`config.mk`:
```
export PLATFORM = sky130hd
export DESIGN_NAME = awr_receiver
export DESIGN_NICKNAME = d
export VERILOG_FILES = /design/src/hw/awr_pkg.sv /design/src/hw/awr_receiver.sv
export VERILOG_INCLUDE_DIRS = /design/src /design/src/hw
export SDC_FILE = /design/constraint.sdc
export NUM_CORES = 1
export LEC_CHECK = 0
export ABC_AREA = 1
export CAP_MARGIN = 40
export CORE_MARGIN = 4
export CORE_UTILIZATION = 40
export DETAILED_ROUTE_END_ITERATION = 8
export DONT_BUFFER_PORTS = 1
export GPL_TIMING_DRIVEN = 0
export MAX_ROUTING_LAYER = met4
export PLACE_DENSITY = 0.55
export SYNTH_ARGS = -nofsm -noshare
export SYNTH_HDL_FRONTEND = slang
export SYNTH_SLANG_ARGS = --single-unit
```
`constraint.sdc`:
```
create_clock -name mclk -period 2.4 [get_ports mclk]
set_input_delay 0.12 -clock mclk [delete_from_list [all_inputs] [get_ports mclk]]
set_output_delay 0.12 -clock mclk [all_outputs]
set_load 0.01 [all_outputs]
```
`src/hw/awr_map.svh`:
```
`ifndef AWR_MAP_SVH
`define AWR_MAP_SVH

// Byte offsets on the register bus, one aligned word each
`define AWR_OFS_RCSC   8'h00
`define AWR_OFS_RXBUF  8'h04
`define AWR_OFS_TXSC   8'h08
`define AWR_OFS_BAUD   8'h0C
`define AWR_OFS_DIVH   8'h10
`define AWR_OFS_DIVL   8'h14
`define AWR_OFS_INTC   8'h18

// Receive status/control field positions
`define AWR_RCSC_SERIAL_PORT_ENABLE  7
`define AWR_RCSC_RX9   6
`define AWR_RCSC_CONTINUOUS_RECEIVE_ENABLE  4
`define AWR_RCSC_ADDRESS_FILTER_ENABLE 3
`define AWR_RCSC_FRAMING_ERROR_FLAG  2
`define AWR_RCSC_OVERRUN_ERROR_FLAG  1
`define AWR_RCSC_RECEIVED_NINTH_BIT  0

// Transmit status/control fields the receiver depends on
`define AWR_TXSC_SYNC  4
`define AWR_TXSC_BRGH  2

// Baud control field positions
`define AWR_BAUD_RCIDL 6
`define AWR_BAUD_BRG16 3
`define AWR_BAUD_WUE   1

// Interrupt control field positions
`define AWR_INTC_IE    1
`define AWR_INTC_FLAG  0

// Reset values
`define AWR_RST_BYTE   8'h00
`define AWR_RST_WORD   32'h0000_0000

// Oversampling ratio of the data recovery shifter
`define AWR_OVERSAMPLE 16
// Extra prescale in the slow x64 mode
`define AWR_SLOW_PRESC 2'h3

`endif

```
`src/hw/awr_pkg.sv`:
```
package awr_pkg;

  // Receiver sequencer states
  typedef enum logic [2:0] {
    AWR_IDLE,
    AWR_START,
    AWR_DATA,
    AWR_STOP,
    AWR_WAKE_ARM,
    AWR_WAKE_LOW
  } awr_state_type;

endpackage

```
`src/hw/awr_receiver.sv`:
```
`timescale 1ns/1ps
`include "awr_map.svh"

module awr_receiver #(
  parameter int OVS = `AWR_OVERSAMPLE
) (
  input  logic        mclk,
  input  logic        sys_rst,
  input  logic        hsel,
  input  logic [31:0] haddr,
  input  logic [1:0]  htrans,
  input  logic        hwrite,
  input  logic [2:0]  hsize,
  input  logic [31:0] hwdata,
  input  logic        hready,
  output logic [31:0] hrdata,
  output logic        hreadyout,
  output logic        hresp,
  input  logic        serialReceiveLine,
  input  logic        sleepMode,
  output logic        rxIntReq
);
  import awr_pkg::*;

  localparam int SW = $clog2(OVS);
  localparam logic [SW-1:0] LAST = SW'(OVS - 1);
  localparam logic [SW-1:0] MID  = SW'(OVS / 2 - 1);

  // The counters below rely on a power of two that fits the mid-bit logic
  if (OVS < 4 || OVS > 64 || (OVS & (OVS - 1)) != 0) begin : g_chk
    $error("OVS must be a power of two from 4 to 64");
  end

  logic          serialPortEnable_q;
  logic          ninthBitReceiveEnable_q;
  logic          continuousReceiveEnable_q;
  logic          addressFilterEnable_q;
  logic          framingErrorFlag_q;
  logic          overrunErrorFlag_q;
  logic          receivedNinthBit_q;
  logic [7:0]    receiveBuffer_q;
  logic          receiveCompleteFlag_q;
  logic          receiveInterruptEnable_q;
  logic          wakeOnBreakEnable_q;
  logic          clockedMode_q;
  logic          highSpeed_q;
  logic          wideDivisor_q;
  logic [7:0]    divHigh_q;
  logic [7:0]    divLow_q;
  logic          wrPend_q;
  logic [7:0]    wrAddr_q;
  logic [31:0]   hrdata_q;
  logic          lineS1_q;
  logic          lineS2_q;
  logic          lineS3_q;
  logic          line_q;
  logic          lineP_q;
  logic [15:0]   brgCnt_q;
  logic [1:0]    presc_q;
  awr_state_type state_q;
  logic [SW-1:0] smpCnt_q;
  logic [3:0]    bitCnt_q;
  logic [8:0]    shift_q;

  logic          addrPhase;
  logic          rdBuffer;
  logic          fallEdge;
  logic          riseEdge;
  logic          baudTick;
  logic          sampTick;
  logic          rxActive;
  logic          wakeMode;
  logic          frameDone;
  logic          frameAccept;
  logic          frameLoad;
  logic          overrunHit;
  logic          wakeEvent;
  logic          wakeDone;
  logic          rxIdle;
  logic [15:0]   divisor;
  logic [3:0]    lastBit;
  logic [7:0]    frameData;
  logic [7:0]    rdByte;

  // Write strobe for one register, used by every write process
  function automatic logic wrHit(input logic [7:0] ofs);
    wrHit = wrPend_q && (wrAddr_q == ofs);
  endfunction

  // Zero-wait slave: every transfer completes in one data phase, OKAY
  assign hreadyout = 1'b1;
  assign hresp     = 1'b0;
  assign hrdata    = hrdata_q;
  assign addrPhase = hsel && hready && htrans[1];
  assign rdBuffer  = addrPhase && !hwrite && (haddr[7:0] == `AWR_OFS_RXBUF);

  // Capture the address phase; the write lands in the data phase
  always_ff @(posedge mclk) begin
    if (sys_rst) begin
      wrPend_q <= 1'b0;
      wrAddr_q <= `AWR_RST_BYTE;
    end else begin
      wrPend_q <= addrPhase && hwrite;
      wrAddr_q <= haddr[7:0];
    end
  end

  // Read multiplexer; unmapped words read as zero
  always_comb begin
    rdByte = `AWR_RST_BYTE;
    case (haddr[7:0])
      `AWR_OFS_RCSC: begin
        rdByte[`AWR_RCSC_SERIAL_PORT_ENABLE]  = serialPortEnable_q;
        rdByte[`AWR_RCSC_RX9]   = ninthBitReceiveEnable_q;
        rdByte[`AWR_RCSC_CONTINUOUS_RECEIVE_ENABLE]  = continuousReceiveEnable_q;
        rdByte[`AWR_RCSC_ADDRESS_FILTER_ENABLE] = addressFilterEnable_q;
        rdByte[`AWR_RCSC_FRAMING_ERROR_FLAG]  = framingErrorFlag_q;
        rdByte[`AWR_RCSC_OVERRUN_ERROR_FLAG]  = overrunErrorFlag_q;
        rdByte[`AWR_RCSC_RECEIVED_NINTH_BIT]  = receivedNinthBit_q;
      end
      `AWR_OFS_RXBUF: rdByte = receiveBuffer_q;
      `AWR_OFS_TXSC: begin
        rdByte[`AWR_TXSC_SYNC]  = clockedMode_q;
        rdByte[`AWR_TXSC_BRGH]  = highSpeed_q;
      end
      `AWR_OFS_BAUD: begin
        rdByte[`AWR_BAUD_RCIDL] = rxIdle;
        rdByte[`AWR_BAUD_BRG16] = wideDivisor_q;
        rdByte[`AWR_BAUD_WUE]   = wakeOnBreakEnable_q;
      end
      `AWR_OFS_DIVH: rdByte = divHigh_q;
      `AWR_OFS_DIVL: rdByte = divLow_q;
      `AWR_OFS_INTC: begin
        rdByte[`AWR_INTC_IE]    = receiveInterruptEnable_q;
        rdByte[`AWR_INTC_FLAG]  = receiveCompleteFlag_q;
      end
      default: rdByte = `AWR_RST_BYTE;
    endcase
  end

  // Read data is registered at the address phase, held in the data phase
  always_ff @(posedge mclk) begin
    if (sys_rst) begin
      hrdata_q <= `AWR_RST_WORD;
    end else if (addrPhase && !hwrite) begin
      hrdata_q <= {24'h00_0000, rdByte};
    end
  end

  // Receive status/control: software writable control bits
  always_ff @(posedge mclk) begin
    if (sys_rst) begin
      serialPortEnable_q        <= 1'b0;
      ninthBitReceiveEnable_q   <= 1'b0;
      continuousReceiveEnable_q <= 1'b0;
      addressFilterEnable_q     <= 1'b0;
    end else if (wrHit(`AWR_OFS_RCSC)) begin
      serialPortEnable_q        <= hwdata[`AWR_RCSC_SERIAL_PORT_ENABLE];
      ninthBitReceiveEnable_q   <= hwdata[`AWR_RCSC_RX9];
      continuousReceiveEnable_q <= hwdata[`AWR_RCSC_CONTINUOUS_RECEIVE_ENABLE];
      addressFilterEnable_q     <= hwdata[`AWR_RCSC_ADDRESS_FILTER_ENABLE];
    end
  end

  // Mode and rate selection shared with the absent transmitter
  always_ff @(posedge mclk) begin
    if (sys_rst) begin
      clockedMode_q <= 1'b0;
      highSpeed_q   <= 1'b0;
      wideDivisor_q <= 1'b0;
      divHigh_q     <= `AWR_RST_BYTE;
      divLow_q      <= `AWR_RST_BYTE;
    end else begin
      if (wrHit(`AWR_OFS_TXSC)) begin
        clockedMode_q <= hwdata[`AWR_TXSC_SYNC];
        highSpeed_q   <= hwdata[`AWR_TXSC_BRGH];
      end
      if (wrHit(`AWR_OFS_BAUD)) begin
        wideDivisor_q <= hwdata[`AWR_BAUD_BRG16];
      end
      if (wrHit(`AWR_OFS_DIVH)) begin
        divHigh_q <= hwdata[7:0];
      end
      if (wrHit(`AWR_OFS_DIVL)) begin
        divLow_q <= hwdata[7:0];
      end
    end
  end

  // Interrupt enable lives in its own control word
  always_ff @(posedge mclk) begin
    if (sys_rst) begin
      receiveInterruptEnable_q <= 1'b0;
    end else if (wrHit(`AWR_OFS_INTC)) begin
      receiveInterruptEnable_q <= hwdata[`AWR_INTC_IE];
    end
  end

  // hardware auto-clear
  // A software write in the same cycle wins, so a fresh arm is never lost
  always_ff @(posedge mclk) begin
    if (sys_rst) begin
      wakeOnBreakEnable_q <= 1'b0;
    end else if (wrHit(`AWR_OFS_BAUD)) begin
      wakeOnBreakEnable_q <= hwdata[`AWR_BAUD_WUE];
    end else if (wakeDone) begin
      wakeOnBreakEnable_q <= 1'b0;
    end
  end

  // Three-stage pin synchroniser; a level counts once stages two and three agree
  always_ff @(posedge mclk) begin
    if (sys_rst) begin
      lineS1_q <= 1'b1;
      lineS2_q <= 1'b1;
      lineS3_q <= 1'b1;
      line_q   <= 1'b1;
      lineP_q  <= 1'b1;
    end else begin
      lineS1_q <= serialReceiveLine;
      lineS2_q <= lineS1_q;
      lineS3_q <= lineS2_q;
      if (lineS2_q == lineS3_q) begin
        line_q <= lineS3_q;
      end
      lineP_q <= line_q;
    end
  end

  assign fallEdge = lineP_q && !line_q;
  assign riseEdge = !lineP_q && line_q;

  // Divisor width follows the 16-bit select; otherwise high byte ignored
  assign divisor = wideDivisor_q ? {divHigh_q, divLow_q} : {8'h00, divLow_q};

  always_ff @(posedge mclk) begin
    if (sys_rst) begin
      brgCnt_q <= 16'h0000;
      presc_q  <= 2'h0;
    end else if (!sleepMode) begin
      if (baudTick) begin
        brgCnt_q <= divisor;
        presc_q  <= presc_q + 2'h1;
      end else begin
        brgCnt_q <= brgCnt_q - 16'h0001;
      end
    end
  end

  // x16 sample enable
  // Slow mode divides by four more so the sample rate stays sixteen per bit
  assign baudTick = !sleepMode && (brgCnt_q == 16'h0000);
  assign sampTick = baudTick &&
                    (highSpeed_q || wideDivisor_q || presc_q == `AWR_SLOW_PRESC);

  // continuous enable gate
  // An overrun freezes reception until software clears the receive enable
  assign rxActive = serialPortEnable_q && !clockedMode_q &&
                    continuousReceiveEnable_q && !sleepMode && !overrunErrorFlag_q;
  assign wakeMode = wakeOnBreakEnable_q && serialPortEnable_q && !clockedMode_q;
  assign rxIdle   = (state_q == AWR_IDLE);

  assign lastBit = ninthBitReceiveEnable_q ? 4'h8 : 4'h7;

  // Receive sequencer: start check at mid-bit, then one sample per bit time
  always_ff @(posedge mclk) begin
    if (sys_rst) begin
      state_q  <= AWR_IDLE;
      smpCnt_q <= '0;
      bitCnt_q <= 4'h0;
      shift_q  <= 9'h000;
    end else if (wakeMode) begin
      case (state_q)
        AWR_WAKE_ARM: begin
          if (fallEdge) begin
            state_q <= AWR_WAKE_LOW;
          end
        end
        AWR_WAKE_LOW: begin
          // rising edge resumes
          // A re-arm written in the same cycle keeps the enable set, so arm again
          if (riseEdge) begin
            state_q <= (wrHit(`AWR_OFS_BAUD) && hwdata[`AWR_BAUD_WUE]) ? AWR_WAKE_ARM :
                                                                       AWR_IDLE;
          end
        end
        default: state_q <= AWR_WAKE_ARM;
      endcase
    end else if (!rxActive) begin
      state_q <= AWR_IDLE;
    end else begin
      case (state_q)
        AWR_IDLE: begin
          smpCnt_q <= '0;
          if (!line_q) begin
            state_q <= AWR_START;
          end
        end
        AWR_START: begin
          if (sampTick) begin
            smpCnt_q <= smpCnt_q + 1'b1;
            if (smpCnt_q == MID) begin
              // A glitch shorter than half a bit is not a start
              state_q  <= line_q ? AWR_IDLE : AWR_DATA;
              smpCnt_q <= '0;
              bitCnt_q <= 4'h0;
            end
          end
        end
        AWR_DATA: begin
          if (sampTick) begin
            smpCnt_q <= smpCnt_q + 1'b1;
            if (smpCnt_q == LAST) begin
              shift_q  <= {line_q, shift_q[8:1]};
              bitCnt_q <= bitCnt_q + 4'h1;
              if (bitCnt_q == lastBit) begin
                state_q <= AWR_STOP;
              end
            end
          end
        end
        AWR_STOP: begin
          if (sampTick) begin
            smpCnt_q <= smpCnt_q + 1'b1;
            if (smpCnt_q == LAST) begin
              state_q <= AWR_IDLE;
            end
          end
        end
        default: state_q <= AWR_IDLE;
      endcase
    end
  end

  // Frame ends at the stop-bit sample point
  assign frameDone = rxActive && !wakeMode && (state_q == AWR_STOP) &&
                     sampTick && (smpCnt_q == LAST);
  assign frameAccept = frameDone &&
                       !(addressFilterEnable_q && ninthBitReceiveEnable_q && !shift_q[8]);
  // An unread buffer makes the new frame an overrun, the old byte is kept
  assign frameLoad  = frameAccept && !receiveCompleteFlag_q;
  assign overrunHit = frameAccept && receiveCompleteFlag_q;
  // Eight-bit frames sit one place higher in the shifter
  assign frameData  = ninthBitReceiveEnable_q ? shift_q[7:0] : shift_q[8:1];
  assign wakeEvent  = wakeMode && (state_q == AWR_WAKE_ARM) && fallEdge;
  assign wakeDone   = wakeMode && (state_q == AWR_WAKE_LOW) && riseEdge;

  always_ff @(posedge mclk) begin
    if (sys_rst) begin
      receiveBuffer_q    <= `AWR_RST_BYTE;
      receivedNinthBit_q <= 1'b0;
    end else if (frameLoad) begin
      receiveBuffer_q    <= frameData;
      receivedNinthBit_q <= ninthBitReceiveEnable_q && shift_q[8];
    end
  end

  always_ff @(posedge mclk) begin
    if (sys_rst) begin
      framingErrorFlag_q <= 1'b0;
      overrunErrorFlag_q <= 1'b0;
    end else if (!continuousReceiveEnable_q) begin
      framingErrorFlag_q <= 1'b0;
      overrunErrorFlag_q <= 1'b0;
    end else begin
      if (frameLoad) begin
        framingErrorFlag_q <= !line_q;
      end
      if (overrunHit) begin
        overrunErrorFlag_q <= 1'b1;
      end
    end
  end

  // buffer read clears
  // A set in the same cycle as the read wins so no event is dropped
  always_ff @(posedge mclk) begin
    if (sys_rst) begin
      receiveCompleteFlag_q <= 1'b0;
    end else if (frameLoad || wakeEvent) begin
      receiveCompleteFlag_q <= 1'b1;
    end else if (rdBuffer) begin
      receiveCompleteFlag_q <= 1'b0;
    end
  end

  assign rxIntReq = receiveCompleteFlag_q && receiveInterruptEnable_q;
endmodule

```
* Word-level counts from Yosys, hierarchy flattened *
Cells that the tools add are included.

word-level totals
  memory bits (read-only) = 0
  bits in writable memories = 0
  memories kept = 0
  output and inout bits = 35
  register bits after elaboration = 97
  bits in latches = 0

cells by class
  equality and inequality tests = 36
  bitwise gates (word level) = 3
  $mul = 0
  $lt $le $gt $ge = 0
  reduce and logical (&&, ||, !) cells = 65
  muxes and demuxes = 41
  shift-type cells = 0
  div/mod/pow operators = 0
  add/subtract/negate cells = 4

operators with widths
  kind                                                number
  == test 8 x 5 -> 1 bit, second input constant       6
  two-way mux 3 bit                                   13
  logical AND 1 bit                                   37
  == test 8 x 4 -> 1 bit, second input constant       4
  two-way mux 16 bit                                  2
  two-way mux 4 bit                                   8
  != test 4 bit, second input constant                8
  case mux 1 bit (5 select lines)                     5
  zero test 16 bit                                    1
  zero test 8 bit                                     2
  subtractor 16 x 1 -> 16 bit, second input constant  1
  case mux 3 bit (4 select lines)                     1
  case mux 4 bit (3 select lines)                     1
  zero test 1 bit                                     10
  AND reduction 10 bit                                1
  AND reduction 5 bit                                 2
  adder 4 x 1 -> 4 bit, second input constant         2
  == test 8 x 3 -> 1 bit, second input constant       1
  two-way mux 8 bit                                   1
  != test 2 bit, second input constant                4
  case mux 4 bit (2 select lines)                     1
  AND reduction 7 bit                                 1
  == test 3 x 2 -> 1 bit, second input constant       2
  == test 3 bit, second input constant                2
  22 further kinds                                    33

* Depth between registers and ports, before layout *
  depth in word-level cells = 13
  gate-level depth with buffers = 15
  depth with buffers taken out = 15

* Worst setup path after synthesis *
Ideal clock, no wire load.

  path kind = register to register
  start point = reg brgCnt_q[0]
  end point = reg framingErrorFlag_q
  buffers on the path = 1
  stages on the path, launching flop included = 13
  setup slack = 792 ps
  data required time = 2283 ps
  period minus slack after synthesis = 1608 ps
  library setup time = 117 ps
  data arrival time = 1491 ps
  cell sequence = dfxtp_1 -> inv_1 -> ha_1 -> inv_1 -> nor2_1 -> nand2_1 -> nor2_4 -> nand3_4 -> inv_2 -> nand3_2 -> buf_6 -> o21bai_1 -> a21oi_1

between the ends
  longest elaborated chain between the ends = 7

RTL lines
  element                 RTL line             text
  start, declared         awr_receiver.sv:58   logic [15:0] brgCnt_q;
  start signal, assigned  awr_receiver.sv:242  brgCnt_q <= divisor;
  start signal, assigned  awr_receiver.sv:245  brgCnt_q <= brgCnt_q - 16'h0001;
  zero test 16 bit        awr_receiver.sv:252  assign baudTick = !sleepMode && (brgCnt_q == 16'h0000);
  logical AND 1 bit       awr_receiver.sv:252
  logical AND 1 bit       awr_receiver.sv:253  assign sampTick = baudTick &&
  logical AND 1 bit       awr_receiver.sv:336  assign frameDone = rxActive && !wakeMode && (state_q == AWR_STOP) &&
  logical AND 1 bit       awr_receiver.sv:337  sampTick && (smpCnt_q == LAST);
  logical AND 1 bit       awr_receiver.sv:338  assign frameAccept = frameDone &&
  logical AND 1 bit       awr_receiver.sv:341  assign frameLoad = frameAccept && !receiveCompleteFlag_q;
  end signal, assigned    awr_receiver.sv:367  framingErrorFlag_q <= !line_q;
  end, declared           awr_receiver.sv:38   logic framingErrorFlag_q;

No other way between the ends.
A chain may end at the register's enable or synchronous reset.

* Worst setup path after layout *
  start point = in haddr[4]
  end point = reg hrdata_q[3], in the netlist hrdata[3]

between the ends
  longest elaborated chain between the ends = 2
  elaborated cells on any way between the ends = 6

RTL lines
  element                                         RTL line             text
  start, declared                                 awr_receiver.sv:10   input logic [31:0] haddr,
  == test 8 x 5 -> 1 bit (tied with other cells)  awr_receiver.sv:111  case (haddr[7:0])
  case mux 1 bit (5 select lines) *               awr_receiver.sv:111
  end signal, assigned                            awr_receiver.sv:144  hrdata_q <= `AWR_RST_WORD;
  end signal, assigned                            awr_receiver.sv:146  hrdata_q <= {24'h00_0000, rdByte};
  end, declared                                   awr_receiver.sv:52   logic [31:0] hrdata_q;

Every way passes the cells marked *; elsewhere a longest branch is shown, timed or not.

==> out/metrics.yaml <==
outcome:
  outcome: "completed"
sta:
  setup-tns-final_ns: 0
  finalSetupViolCount: 0
  report.final.hold_viol_count: 0
  post-route-min-period_ns: 1.882
  grt_setup_unrepaired: "no"
  fin_skew_ns: 0.009539
  maxSlewViolCount: 0
  fmax_ghz: 0.5313
  finalCritPeriodShare: 0.7842
  tightest_slew_ns: 0.7122
  maxSlewHeadroom: 0.5208
final_layout:
  nets: 864
  drive_gt1_frac: 0.1193
  antennaDiodeCount: 0
  area_growth_pct: 17.29
synthesis:
  synth_flop_cell: "dfxtp_1"
  yosysMostFrequentCell: "nand2_1"
  synth.avg_cell_area_um2: 6.978
  synth_seq_cells: 97
  synth_edf_count: 0
  synthTopCellsByArea: "dfxtp_1, o21ai_0, nand2_1"
  async_flop_share: 0
  ys_warn_count: 0
  synth_top_area_frac: 0.3823
  seq_area_frac_synth: 0.3823
  synth.distinct_cells: 42
  synth_top_area_cell: "dfxtp_1"
  netlist_instances: 728
  synthTopCellsByCount: "nand2_1, nor2_1, dfxtp_1"
  synth_area_um2: 5080
hold_path:
  hold_path.class: "input pin to flip-flop"
critical_path:
  worst_setup_path_end_kind: "flip-flop"
  crit_fanout: 5
  crit_arrival_ns: 2.16
  startpoint_type: "input pin"
  criticalPathCategory: "input pin to flip-flop"
  critical_path_required_ns: 2.68
placed_design:
  post-dp-hpwl_um: 10690
  gp_congestion: 0.9364
  port_buffers: 0
die:
  placementRows: 40
  core_um2: 12210
  start_util: 0.4160
  die_x_um: 120.7
  die_height_um: 120.7
  io_pins: 111
  dieArea_um2: 14570
clock_network:
  cts_tree: "built"
  clkTransAtPathRegs_ns: 0.07
  cts.sinks: 97
  cts_resized: 0
  cts_buffer_depth: 2
  clkLatencyLatePin_ns: 0.35
  htreeDepth: 3
  cts_inserted_buffers: 9
  clock-root-buffer: "clkbuf_16"
pwr:
  sw_frac_of_total: 0.2376
  total_power_uw: 3926
  power_density_nw_per_um2: 658.9
  ir_worst_vdd_mv: 0.3610
  p_leak_uw: 0.002475
  p_int_uw: 2993
  pwr-share-comb: 0.105
  clkPwrFrac: 0.465
  p_sw_uw: 932.6
  seqPwrFrac: 0.430
global_routing:
  antenna_found_initial: 0
  grt_usage: 0.2044
  grt_pass1_wl_um: 22890
  grt_max_degree: 16
  grt_overflow: 0
  grt_pass1_vias: 4448
drt:
  drt_iter0_markers: 279
  vias_per_cell: 4.951
  wl_per_cell_um: 14.76
  firstDrtPassIters: 5
  ant_nets: 0
  via_count: 4733
  drc: 0
  totalWireLength_um: 14110
flow_run:
  cap_violations: 0
==> cells in the final DEF, fill, tap and decap left out, types with 2 or more instances in the layout <==
cell           count
o211ai_1           3
nor2_1           100
conb_1            26
clkinv_4           3
dlygate4sd3_1     20
clkbuf_8           2
bufinv_16          4
o21bai_1           2
clkbuf_16          9
ha_1               5
buf_4             26
o21ai_1           13
a31oi_1            4
nand2_1          101
xnor2_1            4
buf_6              3
nand2_2            7
nand3_1           27
nor2_4             4
inv_1             86
or2_2              7
a21oi_2            3
a21oi_1           73
nand4_1            7
nor3_1            12
nor2_2             6
nand2_4            2
nand3_2            3
clkbuf_1          14
o22ai_1            3
xor2_1             9
o21ai_0           81
nor4_1             2
buf_2              3
o21ai_2            2
inv_2              5
dfxtp_1           97
==> stage by stage <==
| step | setup slack [ns] | hold slack, ns | area, µm² | utilization | std cells |
|---|---|---|---|---|---|
| floorplan | 0.7915 | 0.2238 | 5170 | - | 752 |
| global placement | 0.5693 | 0.2249 | 5380 | 0.4406 | 920 |
| detailed placement | 0.5618 | 0.2270 | 5380 | 0.4406 | 920 |
| CTS | 0.5510 | 0.01953 | 5958 | 0.4879 | 956 |
| global route | 0.2733 | 0.05825 | 5958 | 0.4879 | 956 |
| finish | 0.5179 | 0.02841 | 5958 | 0.4879 | 956 |
==> cell type report <==
type	count	area, µm²
tap	168	210.2
clock inverter	5	125.1
fill	1292	6254
timing repair buffer	20	200.2
clock buffer	11	252.7
buffer	48	320.3
sequential	97	1942
multi-input combinational	513	2540
inverter	94	367.9
==> routing by layer <==
metal	track usage	vias up	part of all wire
met2	0.3199	117	0.45
met5	-	-	0
li1	-	2433	-
met4	0.06445	0	0.018
met1	0.2732	2165	0.49
met3	0.03087	18	0.042
==> power by group through the flow <==
stage	sequential [µW]	combinational [µW]	clock, µW
after floorplan	1720	306	0
after global placement	1730	372	0
after CTS	1690	407	1840
after detailed placement	1730	373	0
final	1690	411	1830
after global routing	1700	463	1920
==> final timing paths <==
check / startpoint / to / slack [ns] / depth (start not counted)
setup reg to reg: brgCnt_q[0]$_SDFFE_PP0N_ / shift_q[8]$_SDFFE_PP0P_ / 0.56 / 13
setup / recovery: haddr[4] / hrdata[3]$_SDFFE_PP0P_ / 0.52 / 9
hold reg to reg: lineS1_q$_SDFF_PP1_ / lineS2_q$_SDFF_PP1_ / 0.42 / 1
hold / removal: hwdata[1] / wakeOnBreakEnable_q$_SDFFE_PP0P_ / 0.03 / 2
==> flip-flops by register name (all words and copies together), names as in the netlist, 2 cells and up <==
register,cells
divHigh_q,8
presc_q,2
receiveBuffer_q,8
hrdata,8
smpCnt_q,4
brgCnt_q,16
wrAddr_q,8
shift_q,9
state_q,3
divLow_q,8
bitCnt_q,4
==> what timing repair did <==
action                    in CTS  in global routing
hold endpoints to repair      36                  0
buffers inserted               0                  0
hold buffers                  20                  0
==> critical path, stage by stage <==
cell and delay (ns):
dlygate4sd3_1 0.52, inv_1 0.06, nor4_1 0.60, nand2_1 0.28
inv_1 0.18, nand2_1 0.09, o21ai_0 0.10, nor2_1 0.06
a21oi_1 0.14
==> cell families after synthesis <==
logic type      count (synthesis)  synth area share
compound gates                189            0.1988
xor+xnor                       13           0.02241
simple gates                  280            0.2473
flops                          97            0.3823
fa+ha+maj                       5           0.01232
buf+inv                       142            0.1355
other cells                     2          0.001478
Note: power is estimated with default switching activity, not from simulation.
